--- config.mk ---
export PLATFORM = sky130hd
export DESIGN_NAME = ccb_branch_unit
export DESIGN_NICKNAME = d
export VERILOG_FILES = /design/src/ccb_decode.v /design/src/ccb_apb_regs.v /design/src/ccb_branch_unit.v
export VERILOG_INCLUDE_DIRS = /design/src
export SDC_FILE = /design/constraint.sdc
export NUM_CORES = 1
export LEC_CHECK = 0
export BUFFER_PORTS_ARGS = -buffer_cell sky130_fd_sc_hd__buf_2
export CELL_PAD_IN_SITES_DETAIL_PLACEMENT = 1
export CELL_PAD_IN_SITES_GLOBAL_PLACEMENT = 1
export CORE_ASPECT_RATIO = 0.75
export CORE_MARGIN = 8
export CORE_UTILIZATION = 38
export DETAILED_ROUTE_END_ITERATION = 16
export HOLD_SLACK_MARGIN = 0.03
export PLACE_DENSITY = 0.8
export SETUP_SLACK_MARGIN = 0.15
export SLEW_MARGIN = 20
export SYNTH_ARGS = -nofsm -noshare
export SYNTH_HDL_FRONTEND = slang
export SYNTH_SLANG_ARGS = --single-unit
--- constraint.sdc ---
create_clock -name core_clk_i -period 4.2 [get_ports core_clk_i]
set_clock_uncertainty 0.05 [all_clocks]
set_input_delay 1.05 -clock core_clk_i [delete_from_list [all_inputs] [get_ports core_clk_i]]
set_output_delay 1.05 -clock core_clk_i [all_outputs]
set_load 0.05 [all_outputs]
--- src/ccb_consts.vh ---
// constants for the coprocessor conditional branch unit
// assumes inclusion by bare name from the design files
`ifndef CCB_CONSTS_VH
`define CCB_CONSTS_VH

// instruction field positions
`define CCB_OP_HI        31
`define CCB_OP_LO        26
`define CCB_SUB_HI       25
`define CCB_SUB_LO       21
`define CCB_RS_HI        25
`define CCB_RS_LO        21
`define CCB_RT_HI        20
`define CCB_RT_LO        16
`define CCB_SEL_HI       20
`define CCB_SEL_LO       18
`define CCB_ND_BIT       17
`define CCB_TF_BIT       16
`define CCB_OFS_HI       15
`define CCB_OFS_LO       0
`define CCB_OFS_SIGN     15

// encodings
`define CCB_OP_COPROCESSOR_TWO      6'h12
`define CCB_SUB_BC       5'h08
`define CCB_OP_BEQ       6'h04
`define CCB_ZERO_REG     5'h00
`define CCB_SHIFT        2
`define CCB_DS_STEP      32'h0000_0004

// interrupt status bit positions
`define CCB_EV_CPU       0
`define CCB_EV_RI        1
`define CCB_EV_TAKEN     2
`define CCB_EV_SQUASH    3
`define CCB_EV_N         4

// apb register byte offsets
`define CCB_REG_CTRL     12'h000
`define CCB_REG_STAT     12'h004
`define CCB_REG_IRQ_ST   12'h008
`define CCB_REG_IRQ_EN   12'h00C
`define CCB_REG_IRQ_CLR  12'h010
`define CCB_REG_CNT      12'h014

// control register bits
`define CCB_CTRL_CU2     0
`define CCB_CTRL_PRES    1
`define CCB_CTRL_RESET   32'h0000_0002

`endif

--- src/ccb_decode.v ---
// instruction field decode for the branch unit
// assumes a registered instruction word on the core clock
`default_nettype none
`include "ccb_consts.vh"

module ccb_decode #(
  parameter XLEN = 32
) (
  input  wire [31:0]     instr_i,
  output wire            is_coprocessor_two_br_o,
  output wire            is_beq_o,
  output wire            polarity_bit_o,
  output wire            nullify_delay_slot_bit_o,
  output wire [2:0]      condition_select_field_o,
  output wire [4:0]      rs_idx_o,
  output wire [4:0]      rt_idx_o,
  output wire [XLEN-1:0] displacement_o
);

  wire [17:0] ofs_shifted;

  // coprocessor branch group: major and sub opcode
  assign is_coprocessor_two_br_o = (instr_i[`CCB_OP_HI:`CCB_OP_LO] == `CCB_OP_COPROCESSOR_TWO) &&
                        (instr_i[`CCB_SUB_HI:`CCB_SUB_LO] == `CCB_SUB_BC);
  assign is_beq_o     = (instr_i[`CCB_OP_HI:`CCB_OP_LO] == `CCB_OP_BEQ);

  // tf and nd bits; selector 0 for the short form
  assign polarity_bit_o           = instr_i[`CCB_TF_BIT];
  assign nullify_delay_slot_bit_o = instr_i[`CCB_ND_BIT];
  assign condition_select_field_o = instr_i[`CCB_SEL_HI:`CCB_SEL_LO];
  assign rs_idx_o = instr_i[`CCB_RS_HI:`CCB_RS_LO];
  assign rt_idx_o = instr_i[`CCB_RT_HI:`CCB_RT_LO];

  // offset shifted left two, 18-bit result sign-extended
  assign ofs_shifted    = {instr_i[`CCB_OFS_HI:`CCB_OFS_LO], 2'b00};
  assign displacement_o = {{(XLEN-18){ofs_shifted[17]}}, ofs_shifted};

endmodule // ccb_decode

`default_nettype wire

--- src/ccb_apb_regs.v ---
// apb slave holding control, status and interrupt registers
// assumes a single-clock apb master on the core clock
`default_nettype none
`include "ccb_consts.vh"

module ccb_apb_regs (
  input  wire                 core_clk_i,
  input  wire                 rst_i,
  input  wire                 ce_i,
  input  wire                 psel_i,
  input  wire                 penable_i,
  input  wire                 pwrite_i,
  input  wire [11:0]          paddr_i,
  input  wire [31:0]          pwdata_i,
  input  wire [`CCB_EV_N-1:0] event_i,
  input  wire [31:0]          status_i,
  input  wire [31:0]          count_i,
  output reg  [31:0]          prdata_o,
  output reg                  pready_o,
  output reg                  pslverr_o,
  output reg  [31:0]          ctrl_o,
  output reg                  irq_o
);

  reg  [`CCB_EV_N-1:0] irq_st_reg;
  reg  [`CCB_EV_N-1:0] irq_en_reg;
  reg  [`CCB_EV_N-1:0] clr_pulse;
  reg  [31:0]          rd_mux;
  reg                  addr_ok;
  wire                 acc;
  wire                 wr_done;

  // one wait state per access: pready answers in the second access cycle
  assign acc = psel_i && penable_i && !pready_o;
  // writes land only at the edge where the master sees pready high
  assign wr_done = psel_i && penable_i && pready_o && pwrite_i;

  // read decode, unmapped offsets answer with an error
  always @* begin
    rd_mux  = 32'h0000_0000;
    addr_ok = 1'b1;
    case (paddr_i)
      `CCB_REG_CTRL:    rd_mux = ctrl_o;
      `CCB_REG_STAT:    rd_mux = status_i;
      `CCB_REG_IRQ_ST:  rd_mux = {{(32-`CCB_EV_N){1'b0}}, irq_st_reg};
      `CCB_REG_IRQ_EN:  rd_mux = {{(32-`CCB_EV_N){1'b0}}, irq_en_reg};
      `CCB_REG_IRQ_CLR: rd_mux = 32'h0000_0000; // write-only
      `CCB_REG_CNT:     rd_mux = count_i;
      default:          addr_ok = 1'b0;
    endcase
    clr_pulse = (wr_done && paddr_i == `CCB_REG_IRQ_CLR) ?
                pwdata_i[`CCB_EV_N-1:0] : {`CCB_EV_N{1'b0}};
  end

  // register writes and sticky status; a set beats a same-cycle clear
  always @(posedge core_clk_i) begin
    if (rst_i) begin
      prdata_o   <= 32'h0000_0000;
      pready_o   <= 1'b0;
      pslverr_o  <= 1'b0;
      ctrl_o     <= `CCB_CTRL_RESET;
      irq_en_reg <= {`CCB_EV_N{1'b0}};
      irq_st_reg <= {`CCB_EV_N{1'b0}};
      irq_o      <= 1'b0;
    end else if (ce_i) begin
      pready_o  <= acc;
      pslverr_o <= acc && !addr_ok;
      prdata_o  <= (acc && !pwrite_i) ? rd_mux : 32'h0000_0000;
      if (wr_done && paddr_i == `CCB_REG_CTRL)
        ctrl_o <= pwdata_i;
      if (wr_done && paddr_i == `CCB_REG_IRQ_EN)
        irq_en_reg <= pwdata_i[`CCB_EV_N-1:0];
      irq_st_reg <= (irq_st_reg & ~clr_pulse) | event_i;
      irq_o      <= |(((irq_st_reg & ~clr_pulse) | event_i) & irq_en_reg);
    end
  end

endmodule // ccb_apb_regs

`default_nettype wire

--- src/ccb_branch_unit.v ---
// coprocessor conditional branch and branch-if-equal resolution unit
// assumes instructions are presented one per issue step with their pc
// and register operands; condition bits come from coprocessor two
//
// Contract
// - the displacement is the 16-bit offset shifted left two, sign-extended, added to the delay-slot pc.
// - coprocessor-false branches are taken when the selected condition bit is 0.
// - coprocessor-true branches are taken when the selected condition bit is 1.
// - condition and target are formed in the branch step and the pc moves only after the delay slot.
// - a likely branch that is not taken squashes its delay slot; a taken one lets it run.
// - coprocessor branches decode from opcode 010010 and sub-opcode 01000 with tf and nd bits.
// - the condition-select field chooses the tested bit, zero for the short form.
// - coprocessor branches may raise coprocessor-unusable or reserved-instruction exceptions.
// - branch-if-equal compares both source registers fully and branches after the delay slot on a match.
// - branch-if-equal with both sources on the zero register is always taken.
`default_nettype none
`include "ccb_consts.vh"

module ccb_branch_unit #(
  parameter XLEN = 32
) (
  input  wire            core_clk_i,
  input  wire            rst_i,
  input  wire            ce_i,
  // issue port
  input  wire            issue_valid_i,
  input  wire [31:0]     instr_i,
  input  wire [XLEN-1:0] pc_i,
  input  wire [XLEN-1:0] rs_val_i,
  input  wire [XLEN-1:0] rt_val_i,
  input  wire [7:0]      coproc_condition_bit_i,
  input  wire            coprocessor_two_present_i,
  // apb
  input  wire            psel_i,
  input  wire            penable_i,
  input  wire            pwrite_i,
  input  wire [11:0]     paddr_i,
  input  wire [31:0]     pwdata_i,
  output wire [31:0]     prdata_o,
  output wire            pready_o,
  output wire            pslverr_o,
  // results
  output reg             redirect_o,
  output reg  [XLEN-1:0] redirect_pc_o,
  output reg             squash_delay_slot_o,
  output reg             exc_cpu_o,
  output reg             exc_ri_o,
  output reg             branch_busy_o,
  output wire            irq_o
);

  wire            is_coprocessor_two_br;
  wire            is_beq;
  wire            pol_bit;
  wire            nd_bit;
  wire [2:0]      sel_field;
  wire [4:0]      rs_idx;
  wire [4:0]      rt_idx;
  wire [XLEN-1:0] disp;
  wire [31:0]     ctrl;

  // step-I state carried to the delay-slot step
  reg             pend_reg;
  reg             pend_next;
  reg             taken_reg;
  reg             taken_next;
  reg             likely_reg;
  reg             likely_next;
  reg  [XLEN-1:0] target_reg;
  reg  [XLEN-1:0] target_next;
  reg  [31:0]     count_reg;

  // combinational step-I results
  reg             sel_cond;
  reg             cond;
  reg             do_cpu;
  reg             do_ri;
  reg             is_branch;
  reg [`CCB_EV_N-1:0] events;

  // fields and displacement come from the decoder
  ccb_decode #(
    .XLEN(XLEN)
  ) u_dec (
    .instr_i                  (instr_i),
    .is_coprocessor_two_br_o             (is_coprocessor_two_br),
    .is_beq_o                 (is_beq),
    .polarity_bit_o           (pol_bit),
    .nullify_delay_slot_bit_o (nd_bit),
    .condition_select_field_o (sel_field),
    .rs_idx_o                 (rs_idx),
    .rt_idx_o                 (rt_idx),
    .displacement_o           (disp)
  );

  // condition evaluation in the branch step
  always @* begin
    // live read of the selected coprocessor bit
    sel_cond = coproc_condition_bit_i[sel_field];
    // exceptions: unit disabled, or no coprocessor fitted
    do_cpu = issue_valid_i && is_coprocessor_two_br && !ctrl[`CCB_CTRL_CU2];
    do_ri  = issue_valid_i && is_coprocessor_two_br && ctrl[`CCB_CTRL_CU2] &&
             !(coprocessor_two_present_i && ctrl[`CCB_CTRL_PRES]);
    is_branch = issue_valid_i && ((is_coprocessor_two_br && !do_cpu && !do_ri) || is_beq);
    cond = 1'b0;
    if (is_coprocessor_two_br) begin
      // false form wants 0, true form wants 1
      cond = pol_bit ? sel_cond : !sel_cond;
    end else if (is_beq) begin
      // full-width compare; zero-register pair always matches
      cond = (rs_val_i == rt_val_i) ||
             (rs_idx == `CCB_ZERO_REG && rt_idx == `CCB_ZERO_REG);
    end
  end

  // next-state of the pending branch
  always @* begin
    pend_next   = 1'b0;
    taken_next  = taken_reg;
    likely_next = likely_reg;
    target_next = target_reg;
    // a new branch is not accepted in the delay-slot step
    if (is_branch && !pend_reg) begin
      pend_next   = 1'b1;
      taken_next  = cond;
      likely_next = is_coprocessor_two_br && nd_bit;
      // target relative to the delay-slot address
      target_next = pc_i + `CCB_DS_STEP + disp;
    end
  end

  // event sources for the interrupt status
  always @* begin
    events = {`CCB_EV_N{1'b0}};
    events[`CCB_EV_CPU]    = do_cpu;
    events[`CCB_EV_RI]     = do_ri;
    events[`CCB_EV_TAKEN]  = pend_reg && issue_valid_i && taken_reg;
    events[`CCB_EV_SQUASH] = pend_reg && issue_valid_i && likely_reg && !taken_reg;
  end

  // step I records, step I+1 acts; delay slot waits for its issue
  always @(posedge core_clk_i) begin
    if (rst_i) begin
      pend_reg            <= 1'b0;
      taken_reg           <= 1'b0;
      likely_reg          <= 1'b0;
      target_reg          <= {XLEN{1'b0}};
      count_reg           <= 32'h0000_0000;
      redirect_o          <= 1'b0;
      redirect_pc_o       <= {XLEN{1'b0}};
      squash_delay_slot_o <= 1'b0;
      exc_cpu_o           <= 1'b0;
      exc_ri_o            <= 1'b0;
      branch_busy_o       <= 1'b0;
    end else if (ce_i) begin
      exc_cpu_o           <= do_cpu;
      exc_ri_o            <= do_ri;
      redirect_o          <= 1'b0;
      squash_delay_slot_o <= 1'b0;
      if (pend_reg) begin
        // hold until the delay-slot instruction issues
        if (issue_valid_i) begin
          pend_reg            <= 1'b0;
          branch_busy_o       <= 1'b0;
          redirect_o          <= taken_reg;
          redirect_pc_o       <= target_reg;
          squash_delay_slot_o <= likely_reg && !taken_reg;
          if (taken_reg)
            count_reg <= count_reg + 32'h0000_0001;
        end
      end else begin
        pend_reg      <= pend_next;
        taken_reg     <= taken_next;
        likely_reg    <= likely_next;
        target_reg    <= target_next;
        branch_busy_o <= pend_next;
      end
    end
  end

  // register file and interrupt gating
  ccb_apb_regs u_regs (
    .core_clk_i (core_clk_i),
    .rst_i      (rst_i),
    .ce_i       (ce_i),
    .psel_i     (psel_i),
    .penable_i  (penable_i),
    .pwrite_i   (pwrite_i),
    .paddr_i    (paddr_i),
    .pwdata_i   (pwdata_i),
    .event_i    (events),
    .status_i   ({29'h0000_0000, likely_reg, taken_reg, pend_reg}),
    .count_i    (count_reg),
    .prdata_o   (prdata_o),
    .pready_o   (pready_o),
    .pslverr_o  (pslverr_o),
    .ctrl_o     (ctrl),
    .irq_o      (irq_o)
  );

endmodule // ccb_branch_unit

`default_nettype wire

==> out/results.ini, run 1 <==
[outcome]
status = complete, no violations

[cells_and_area]
final_common_cell = buf_2
drive_gt1_frac = 0.2214
area_growth_pct = 22.70
mostFrequentLayoutCells = buf_2 (258), nand2_1 (227), dfxtp_1 (179)
fin_nets = 1684
nFillCells = 3117
finalNonFillerCells = 1790

[route]
drt_iter0_markers = 559
wl_um = 34070
ant_nets = 0
num_vias = 9710
via_per_inst = 5.425
firstDrtPassIters = 5
wire_per_inst_um = 19.04
drc_errors = 0

[clock_tree]
clk_latency_ps = 430
cts.sinks = 179
cts_setup_buffers = 0
cts_tree = yes
cts.repair.resized = 0
root_buffer = clkbuf_16
cts_inserted_buffers = 17
holdBufCountCts = 0
cts_max_level = 4
clockBufferDepth = 2
clk_pin_slew_ps = 80

[logic_synthesis]
synth_edf_count = 0
synth_top_area_share = 0.3752
synthFlopType = dfxtp_1
netlist_top_cells_area = dfxtp_1 (38%), nand2_1 (8.9%), a21oi_1 (8.3%)
yosysWarningCount = 0
syn_inst = 1216
ys_types = 62
async_reset_ff_frac = 0
syn_area_um2 = 9550
synth_area_leader_cell = dfxtp_1
synth_fp_nets = 1463
ys_ff_latch = 179
syn_avg_cell_area_um2 = 7.854
ys_seq_area_frac = 0.3752

[placed_design]
dpl.cell_count = 1756
dp_hpwl_um = 25720
io_buffers = 259
dp_slack_ps = 265.0
place_congestion = 0.9487

[die]
core_region_area_um2 = 24840
ios = 260
initial_core_util = 0.3845
dieArea_um2 = 30510
die_y_um = 153.3
dieWidth_um = 199.1
row_count = 50

[job]
maxCapViolations = 0

[setup_path]
required_ps = 4500
cpPeakStageDelay_ps = 550
endpoint_kind = flip-flop
slowest_stage = or4_4
path_max_fanout = 4
arrival_ps = 3850
cp-start-kind = primary input
path_class = in -> reg
worstPathCellList = buf_2, ha_1, ha_1, fa_1, a21o_1, nand4_1, a211oi_1, or4_4, a21o_1, a2111o_1, o211ai_1

[timing]
setup_tns_ps = 0
setup_viol = 0
worst_slew_pin_slew_ps = 896.4
slew_violations = 0
rsz0062_at_grt = no
setup_ws_ps = 656.5
finalCritPeriodShare = 0.8437
slew_headroom = 0.4024
finalHoldViolCount = 0
period_minus_slack_ps = 3544
fmaxAchievable_mhz = 282.2

[power_and_ir_drop]
cellPowerDensity_nw_per_um2 = 335.6
power.leakage_nw = 4.796
peakVddDrop_uv = 204.1

[hold_path]
hp-class = reg -> reg

[global_route]
antenna_found_initial = 2
grt_pass1_wl_um = 54220
first_global_vias = 10110
grt_max_degree = 78
grt_remaining_overflow = 0
grt_usage = 0.2183

[worst max-delay path: cells and delay by family]
kind | cells | cell delay [ps]
and+or+nand+nor | 2 | 710
adders and majority gates | 3 | 930
AOI/OAI and AO/OA | 5 | 1040
buffers and inverters | 1 | 100
[logic make-up after synthesis]
kind of cell | share of synthesized area
AOI/OAI and AO/OA | 0.1876
and+or+nand+nor | 0.2346
xor gates and xnor gates | 0.06511
adders and majority gates | 0.07808
DFF | 0.3752
muxes | 0.02148
buffers and inverters | 0.03786
[per-layer routing]
| metal | vias up | global-route usage | part of all wire |
|---|---|---|---|
| li1 | 4701 | - | - |
| met1 | 4677 | 0.2889 | 0.46 |
| met2 | 303 | 0.3544 | 0.46 |
| met3 | 29 | 0.04761 | 0.069 |
| met4 | 0 | 0.05530 | 0.013 |
| met5 | - | 0 | 0 |
[cell type report]
cell class,instances,area [um^2],share of cell area
multi-input combinational,947,5620,0.4796
sequential,179,3583,0.3058
timing repair buffer,276,1426,0.1217
clock buffer,18,439.2,0.03748
tap,338,422.9,0.03609
clock inverter,14,161.4,0.01377
inverter,16,60.06,0.005125
antenna,2,5.005,0.0004271
[metrics by stage]
stage	utilization	instance area [um^2]	hold slack, ps	total power [W]
global route	0.4718	11720	420.0	0.004105
finish	0.4718	11720	403.8	0.003933
CTS	0.4716	11710	405.5	0.003972
detailed placement	0.4475	11110	394.8	0.002335
global placement	0.4475	11110	386.6	0.002321
floorplan	-	9550	374.9	0.002107
[synth_stat cells, types with 2 or more instances]
library cell and n:
o221a_2 2, a21oi_1 159, xnor2_1 18, dfxtp_1 179, a22oi_1 30, a311o_1 2, nor2_1 127, o311ai_1 3
nand4b_1 3, buf_1 2, o21a_1 4, xor2_1 53, o21bai_1 4, a311oi_1 3, nand3_1 37, nor4_2 2
clkbuf_1 55, o21ai_1 7, nand2b_1 3, ha_1 58, a211oi_1 12, o22ai_1 3, o21ai_0 32, mux2i_1 16
nor3_2 2, nor3_1 9, nand4_1 23, o31ai_1 2, o211ai_1 2, a21o_1 13, nor2b_1 7, a41o_1 2
or3_1 15, nand2_1 227, or4_1 2, inv_1 15, mux4_2 2, a31oi_1 7, and2_1 7, and4_1 6
buf_2 16, and3_1 12, nor4_1 14
[worst paths after layout]
path	startpoint	end	slack [ps]	cells after the start
setup reg to reg	pend_reg	count_reg[28]	1580	6
hold / removal	target_reg[11]	redirect_pc_o[11]	400	2
setup / recovery	instr_i[1]	target_reg[29]	660	11
hold reg to reg	target_reg[11]	redirect_pc_o[11]	400	2
[report_power, final]
group | switching [W] | total (W) | internal (W)
registers | 0.00000239 | 0.00170 | 0.00170
clock network | 0.000811 | 0.00163 | 0.000819
logic | 0.000363 | 0.000601 | 0.000238
No activity file was read; power rests on OpenSTA's default activity.
==> run 2: changes to the inputs <==
--- a/config.mk
+++ b/config.mk
@@ -6,15 +6,16 @@
 export SDC_FILE = /design/constraint.sdc
 export NUM_CORES = 1
 export LEC_CHECK = 0
+export ABC_AREA = 1
 export BUFFER_PORTS_ARGS = -buffer_cell sky130_fd_sc_hd__buf_2
 export CELL_PAD_IN_SITES_DETAIL_PLACEMENT = 1
 export CELL_PAD_IN_SITES_GLOBAL_PLACEMENT = 1
 export CORE_ASPECT_RATIO = 0.75
 export CORE_MARGIN = 8
-export CORE_UTILIZATION = 38
+export CORE_UTILIZATION = 34
 export DETAILED_ROUTE_END_ITERATION = 16
 export HOLD_SLACK_MARGIN = 0.03
-export PLACE_DENSITY = 0.8
+export PLACE_DENSITY = 0.78
 export SETUP_SLACK_MARGIN = 0.15
 export SLEW_MARGIN = 20
 export SYNTH_ARGS = -nofsm -noshare
==> constraint.sdc (replaced) <==
create_clock -name core_clk_i -period 2.9 [get_ports core_clk_i]
set_clock_uncertainty 0.05 [all_clocks]
set_input_delay 0.725 -clock core_clk_i [delete_from_list [all_inputs] [get_ports core_clk_i]]
set_output_delay 0.725 -clock core_clk_i [all_outputs]
set_load 0.05 [all_outputs]
==> out/results.ini, run 2 <==
[clock_tree]
cts_tree = yes
cts.sinks = 179  ; unchanged
holdBufCountCts = 0  ; unchanged
clockBufferDepth = 2  ; unchanged
cts_max_level = 4  ; unchanged
clk_pin_slew_ps = 70  ; about the same
clk_latency_ps = 440  ; about the same
cts_inserted_buffers = 17  ; unchanged
root_buffer = clkbuf_16

[cells_and_area]
mostFrequentLayoutCells = nand2_1 (518), inv_1 (282), buf_2 (259)
nFillCells = 4366  ; +40%
seq_area_um2 = 3583  ; unchanged
multiInputGateArea_um2 = 6042  ; +7.5%
final_common_cell = nand2_1
final_util = 0.4193  ; -0.05251
area_growth_pct = 22.82  ; about the same
drive_gt1_frac = 0.1693  ; -0.05206
fin_nets = 2243  ; +33%

[die]
die_y_um = 171.3  ; +12%
initial_core_util = 0.3414  ; -0.04311
dieArea_um2 = 38210  ; +25%
core_region_area_um2 = 32020  ; +29%
ios = 260  ; unchanged
row_count = 57  ; +14%
dieWidth_um = 223.1  ; +12%

[logic_synthesis]
yosysMostFrequentCell = nand2_1
synth_fp_nets = 1989  ; +36%
ys_ff_latch = 179  ; unchanged
netlist_top_cells_area = dfxtp_1 (33%), nand2_1 (18%), inv_1 (9.7%)
synthFlopType = dfxtp_1
async_reset_ff_frac = 0  ; unchanged
syn_inst = 1742  ; +43%
yosysWarningCount = 0  ; unchanged
synth_area_leader_cell = dfxtp_1
synth_top_area_share = 0.3278  ; -0.04745
ys_seq_area_frac = 0.3278  ; -0.04745
synth_edf_count = 0  ; unchanged
ys_top_cells_by_count = nand2_1 (518), inv_1 (282), dfxtp_1 (179)
syn_avg_cell_area_um2 = 6.276  ; -20%
syn_area_um2 = 10930  ; +14%
ys_types = 39  ; -37%

[global_route]
grt_pass1_wl_um = 65260  ; +20%
grt_max_degree = 89  ; +14%
antenna_found_initial = 1  ; -1
first_global_vias = 12350  ; +22%
grt_remaining_overflow = 0  ; unchanged
use_met3 = 0.03595  ; -0.01166
busiest_layer = met2
grt_usage = 0.2096  ; -0.008686
grtUsageMet1 = 0.2938  ; +0.004851
met2_usage = 0.3357  ; -0.01869

[route]
firstDrtPassIters = 5  ; unchanged
drc_errors = 0  ; unchanged
wire_per_inst_um = 16.75  ; -12%
via_per_inst = 4.940  ; -8.9%
num_vias = 11970  ; +23%
wl_um = 40570  ; +19%
drt_iter0_markers = 579  ; +3.6%
ant_nets = 0  ; unchanged

[setup_path]
slowest_stage = ha_1
cp-start-kind = primary input
path_buf_inv = 1  ; unchanged
endpoint_kind = flip-flop
path_class = in -> reg
arrival_ps = 2880  ; -970 ps
cpPeakStageDelay_ps = 380  ; -170 ps
worstPathCellList = buf_2, ha_1, ha_1, nand2_1, nor2_1, nand2_1, nor2_1, nand2_1, nand4_1, nand3_1, nor2_1, nor2_1
path_max_fanout = 15  ; +11
crit_top_cell = nor2_1
cp_top_family = simple AND/OR/NAND/NOR gates
required_ps = 3180  ; -1320 ps

[timing]
slew_headroom = 0.5980  ; +0.1956
setup_ws_ps = 300.1  ; -356.4 ps
finalHoldWorstSlack_ps = 399.7  ; -4.177 ps
finalCritPeriodShare = 0.8965
rsz0062_at_grt = no
fmaxAchievable_mhz = 384.6
period_minus_slack_ps = 2600
slew_violations = 0  ; unchanged
worst_slew_pin_slew_ps = 598.4  ; -298.0 ps
finalHoldViolCount = 0  ; unchanged
setup_viol = 0  ; unchanged

[job]
maxCapViolations = 0  ; unchanged

[placed_design]
dp_slack_ps = -117.7  ; -382.7 ps
io_buffers = 259  ; unchanged
place_congestion = 0.9004  ; -5.1%
dp_hpwl_um = 31600  ; +23%

[power_and_ir_drop]
internal_power_w = 0.004216  ; +53%
power_w = 0.005961  ; +52%
p_seq_frac = 0.414  ; -0.019
power.leakage_nw = 6.525  ; +36%
clkPwrFrac = 0.414  ; about the same
power_frac_comb = 0.172  ; +0.019
p_switching_w = 0.001745  ; +48%
swShare = 0.2927  ; -0.006371
peakVddDrop_uv = 375.4  ; +84%
cellPowerDensity_nw_per_um2 = 443.9  ; +32%

[outcome]
status = complete, no violations

[hold_path]
hp-class = reg -> reg

==> run 2: cell count changes in the layout (fill, tap and decap cells not counted), sizes merged, moves of 13 or more <==
cell	change
o22ai	+23
buf	+18
nor4	-13
nor2	+36
or3	-15
a22oi	-30
nand3	+60
nor3	+13
o21ai	+38
inv	+270
nand2	+291
xor2	-31
mux2i	-16
==> run 2: tightest hold or removal path, delay by kind of cell (launching register included) <==
family | cells | cell delay (ps)
AO/OA/AOI/OAI | 1 | 50
buffers and inverters | 1 | 50
flip-flops | 1 | 300
==> run 2: kinds of logic after synthesis <==
group                    share of synthesized area
AND/OR/NAND/NOR                             0.3096
buffers and inverters                       0.1210
adder cells (fa/ha/maj)                    0.06821
flip-flops                                  0.3278
AO/OA/AOI/OAI                               0.1326
XOR/XNOR                                   0.04086
==> run 2: through the flow <==
stage | std cells | setup TNS (ps) | instance area [um^2]
5_1_grt | 2422 | 0 | 13430
2_1_floorplan | 1742 | 0 | 10930
6_report | 2422 | 0 | 13430
4_1_cts | 2421 | 0 | 13420
3_5_place_dp | 2390 | -306.1 | 12810
3_3_place_gp | 2390 | -133.6 | 12810
==> run 2: timing repair <==
action	in CTS	in global routing
resized for setup	0	1
setup buffers	0	0
endpoints found under the setup margin	0	1
endpoints found under the hold margin	0	0
==> run 2: final cells by class <==
type                    instances  area share
clock inverters                11     0.01034
clock buffers                  20     0.03476
well taps                     413     0.03848
multi-input cells            1216      0.4500
repair buffers                294      0.1189
flip-flops and latches        179      0.2669
inverters                     288     0.08051
diodes                          1   0.0001864
==> run 2: power by group through the flow <==
stage / logic, W / registers, W / clock network, W
after floorplan: 0.000596 / 0.00253 / 0
after global placement: 0.000996 / 0.00252 / 0
after detailed placement: 0.00102 / 0.00253 / 0
after CTS: 0.00103 / 0.00247 / 0.00253
after global routing: 0.00116 / 0.00247 / 0.00263
final: 0.00103 / 0.00247 / 0.00247
==> run 2: final timing paths <==
check | endpoint | cells after the start | slack [ps] | startpoint
setup reg to reg | count_reg[26] | 13 | 640 | count_reg[0]
hold / removal | u_regs.ctrl_o[26] | 2 | 400 | u_regs.ctrl_o[26]
hold reg to reg | u_regs.ctrl_o[26] | 2 | 400 | u_regs.ctrl_o[26]
setup / recovery | target_reg[24] | 12 | 300 | instr_i[15]
==> run 2: layer usage <==
metal / part of all wire / routed length [um]
met4: 0.010 / 421
met2: 0.43 / 17600
met5: 0 / 0
met1: 0.51 / 20590
met3: 0.048 / 1958
==> run 3: changes to the inputs <==
--- a/config.mk
+++ b/config.mk
@@ -16,6 +16,7 @@
 export DETAILED_ROUTE_END_ITERATION = 16
 export HOLD_SLACK_MARGIN = 0.03
 export PLACE_DENSITY = 0.78
+export REMOVE_ABC_BUFFERS = 1
 export SETUP_SLACK_MARGIN = 0.15
 export SLEW_MARGIN = 20
 export SYNTH_ARGS = -nofsm -noshare
==> out/results.ini, run 3 (synthesis results as in run 2) <==
[global_route]
grt_pass1_wl_um = 65390  ; +0.20%
first_global_vias = 12090  ; -2.1%
antenna_found_initial = 3  ; +2
use_met3 = 0.04106  ; +0.005112
grt_usage = 0.2122  ; +0.002609
grtUsageMet1 = 0.2956  ; +0.001811
grt_remaining_overflow = 0  ; unchanged
grt_max_degree = 89  ; unchanged
busiest_layer = met2
met2_usage = 0.3414  ; +0.005721

[cells_and_area]
area_growth_pct = 22.90  ; about the same
final_common_cell = nand2_1
drive_gt1_frac = 0.1710  ; +0.001651
finalNonFillerCells = 2425  ; +0.12%
n_antenna_cell = 0  ; -1
fin_nets = 2246  ; +0.13%
final_util = 0.4196  ; about the same
mostFrequentLayoutCells = nand2_1 (518), inv_1 (282), buf_2 (258)
nFillCells = 4315  ; -1.2%

[route]
drt_iter0_markers = 515  ; -11%
firstDrtPassIters = 5  ; unchanged
wl_um = 41080  ; +1.3%
via_per_inst = 4.936  ; about the same
num_vias = 11970  ; +0.033%
drc_errors = 0  ; unchanged
ant_nets = 0  ; unchanged
wire_per_inst_um = 16.94  ; +1.1%

[timing]
fmaxAchievable_mhz = 394.0  ; +2.4%
worst_slew_pin_slew_ps = 1115  ; +516.3 ps
rsz0062_at_grt = no
slew_headroom = 0.2569  ; -0.3411
period_minus_slack_ps = 2538  ; -61.91 ps
finalHoldViolCount = 0  ; unchanged
finalCritPeriodShare = 0.8752  ; -0.02135
setup_viol = 0  ; unchanged
slew_violations = 0  ; unchanged

[setup_path]
cpPeakStageDelay_ps = 400  ; +20 ps
worstPathCellList = buf_2, ha_1, ha_1, fa_1, nand3_1, nand3_2, nand2_1, nand2_1, nand2_1, nand3_1, nand2_1, inv_1, nor3_1, nor2_1
r2r_slack_ps = 630  ; about the same
timing.rr.start = count_reg[0]
cp-start-kind = primary input
startpoint = instr_i[1]
path_class = in -> reg
required_ps = 3180  ; about the same
arrival_ps = 2820  ; -60 ps
slowest_stage = fa_1
cp_top_family = simple AND/OR/NAND/NOR gates
crit_top_cell = nand2_1
path_max_fanout = 4  ; -11
path_buf_inv = 2  ; +1
endpoint_kind = flip-flop

[clock_tree]
clk_pin_slew_ps = 80  ; about the same
clockBufferDepth = 2  ; unchanged
cts_max_level = 4  ; unchanged
cts.sinks = 179  ; unchanged
cts_inserted_buffers = 17  ; unchanged
root_buffer = clkbuf_16
clk_latency_ps = 440  ; about the same
cts_tree = yes

[power_and_ir_drop]
power.leakage_nw = 6.536  ; +0.16%
power_frac_comb = 0.177  ; +0.005
cellPowerDensity_nw_per_um2 = 435.6  ; -1.9%
power_w = 0.005853  ; -1.8%
clkPwrFrac = 0.402  ; -0.012
p_seq_frac = 0.421  ; +0.007
internal_power_w = 0.004032  ; -4.4%
swShare = 0.3112  ; +0.01846
p_switching_w = 0.001821  ; +4.4%
peakVddDrop_uv = 288.5  ; -23%

[placed_design]
place_congestion = 0.8992  ; -0.13%
dpl.cell_count = 2393  ; +0.13%
io_buffers = 259  ; unchanged
dp_hpwl_um = 31820  ; +0.69%

[die]
dieWidth_um = 223.1  ; unchanged
initial_core_util = 0.3414  ; unchanged
row_count = 57  ; unchanged
core_region_area_um2 = 32020  ; unchanged
dieArea_um2 = 38210  ; unchanged
die_y_um = 171.3  ; unchanged
ios = 260  ; unchanged

[hold_path]
worstHoldStart = u_regs.ctrl_o[21]
hp-class = reg -> reg

[job]
maxCapViolations = 0  ; unchanged

[outcome]
status = complete, no violations

[run 3: layout make-up]
cell class              instances  area [um^2]  area share
clock buffers                  18        439.2     0.03268
clock inverters                14        140.1     0.01043
inverters                     288         1081     0.08045
multi-input cells            1216         6042      0.4497
flip-flops and latches        179         3583      0.2667
well taps                     413        516.7     0.03846
repair buffers                297         1634      0.1216
[run 3: worst paths after layout]
check | endpoint | depth (start not counted)
worst min-delay path | u_regs.ctrl_o[21] | 2
worst min register to register | u_regs.ctrl_o[21] | 2
worst max-delay path | target_reg[25] | 14
worst max register to register | count_reg[22] | 10
[run 3: worst reg2reg max path: cells and delay by family (launching register included)]
| family | cells | cell delay [ps] |
|---|---|---|
| AO/OA/AOI/OAI | 2 | 230 |
| adder cells (fa/ha/maj) | 1 | 200 |
| flip-flops | 1 | 400 |
| buffers and inverters | 2 | 160 |
| AND/OR/NAND/NOR | 5 | 1120 |
[run 3: routing by layer]
metal,share of wire,vias up
met5,0.00032,-
met4,0.011,2
met1,0.50,5679
li1,-,5981
met2,0.44,278
met3,0.054,29
[run 3: power by group through the flow]
stage                     Sequential, W  Clock, W  Combinational, W
after floorplan                 0.00253         0          0.000566
after global placement          0.00252         0           0.00100
after detailed placement        0.00252         0           0.00103
after CTS                       0.00247   0.00243           0.00104
after global routing            0.00247   0.00251           0.00117
final                           0.00247   0.00235           0.00103
[run 3: per-stage QoR]
| stage | worst slack (ps) | TNS [ps] | hold slack [ps] | instance area (um^2) |
|---|---|---|---|---|
| 6_report | 362.0 | 0 | 404.8 | 13440 |
| 5_1_grt | 166.2 | 0 | 418.5 | 13440 |
| 4_1_cts | 342.0 | 0 | 406.2 | 13430 |
| 3_5_place_dp | -134.2 | -567.2 | 390.3 | 12850 |
| 3_3_place_gp | -1.195 | -1.195 | 384.6 | 12850 |
| 2_1_floorplan | -186.4 | -4560 | 376.1 | 10690 |
[run 3: repair_timing]
item	4_1_cts	5_1_grt
buffers inserted	0	0
gates resized for setup	0	1
endpoints found under the setup margin	0	1
hold buffers	0	0
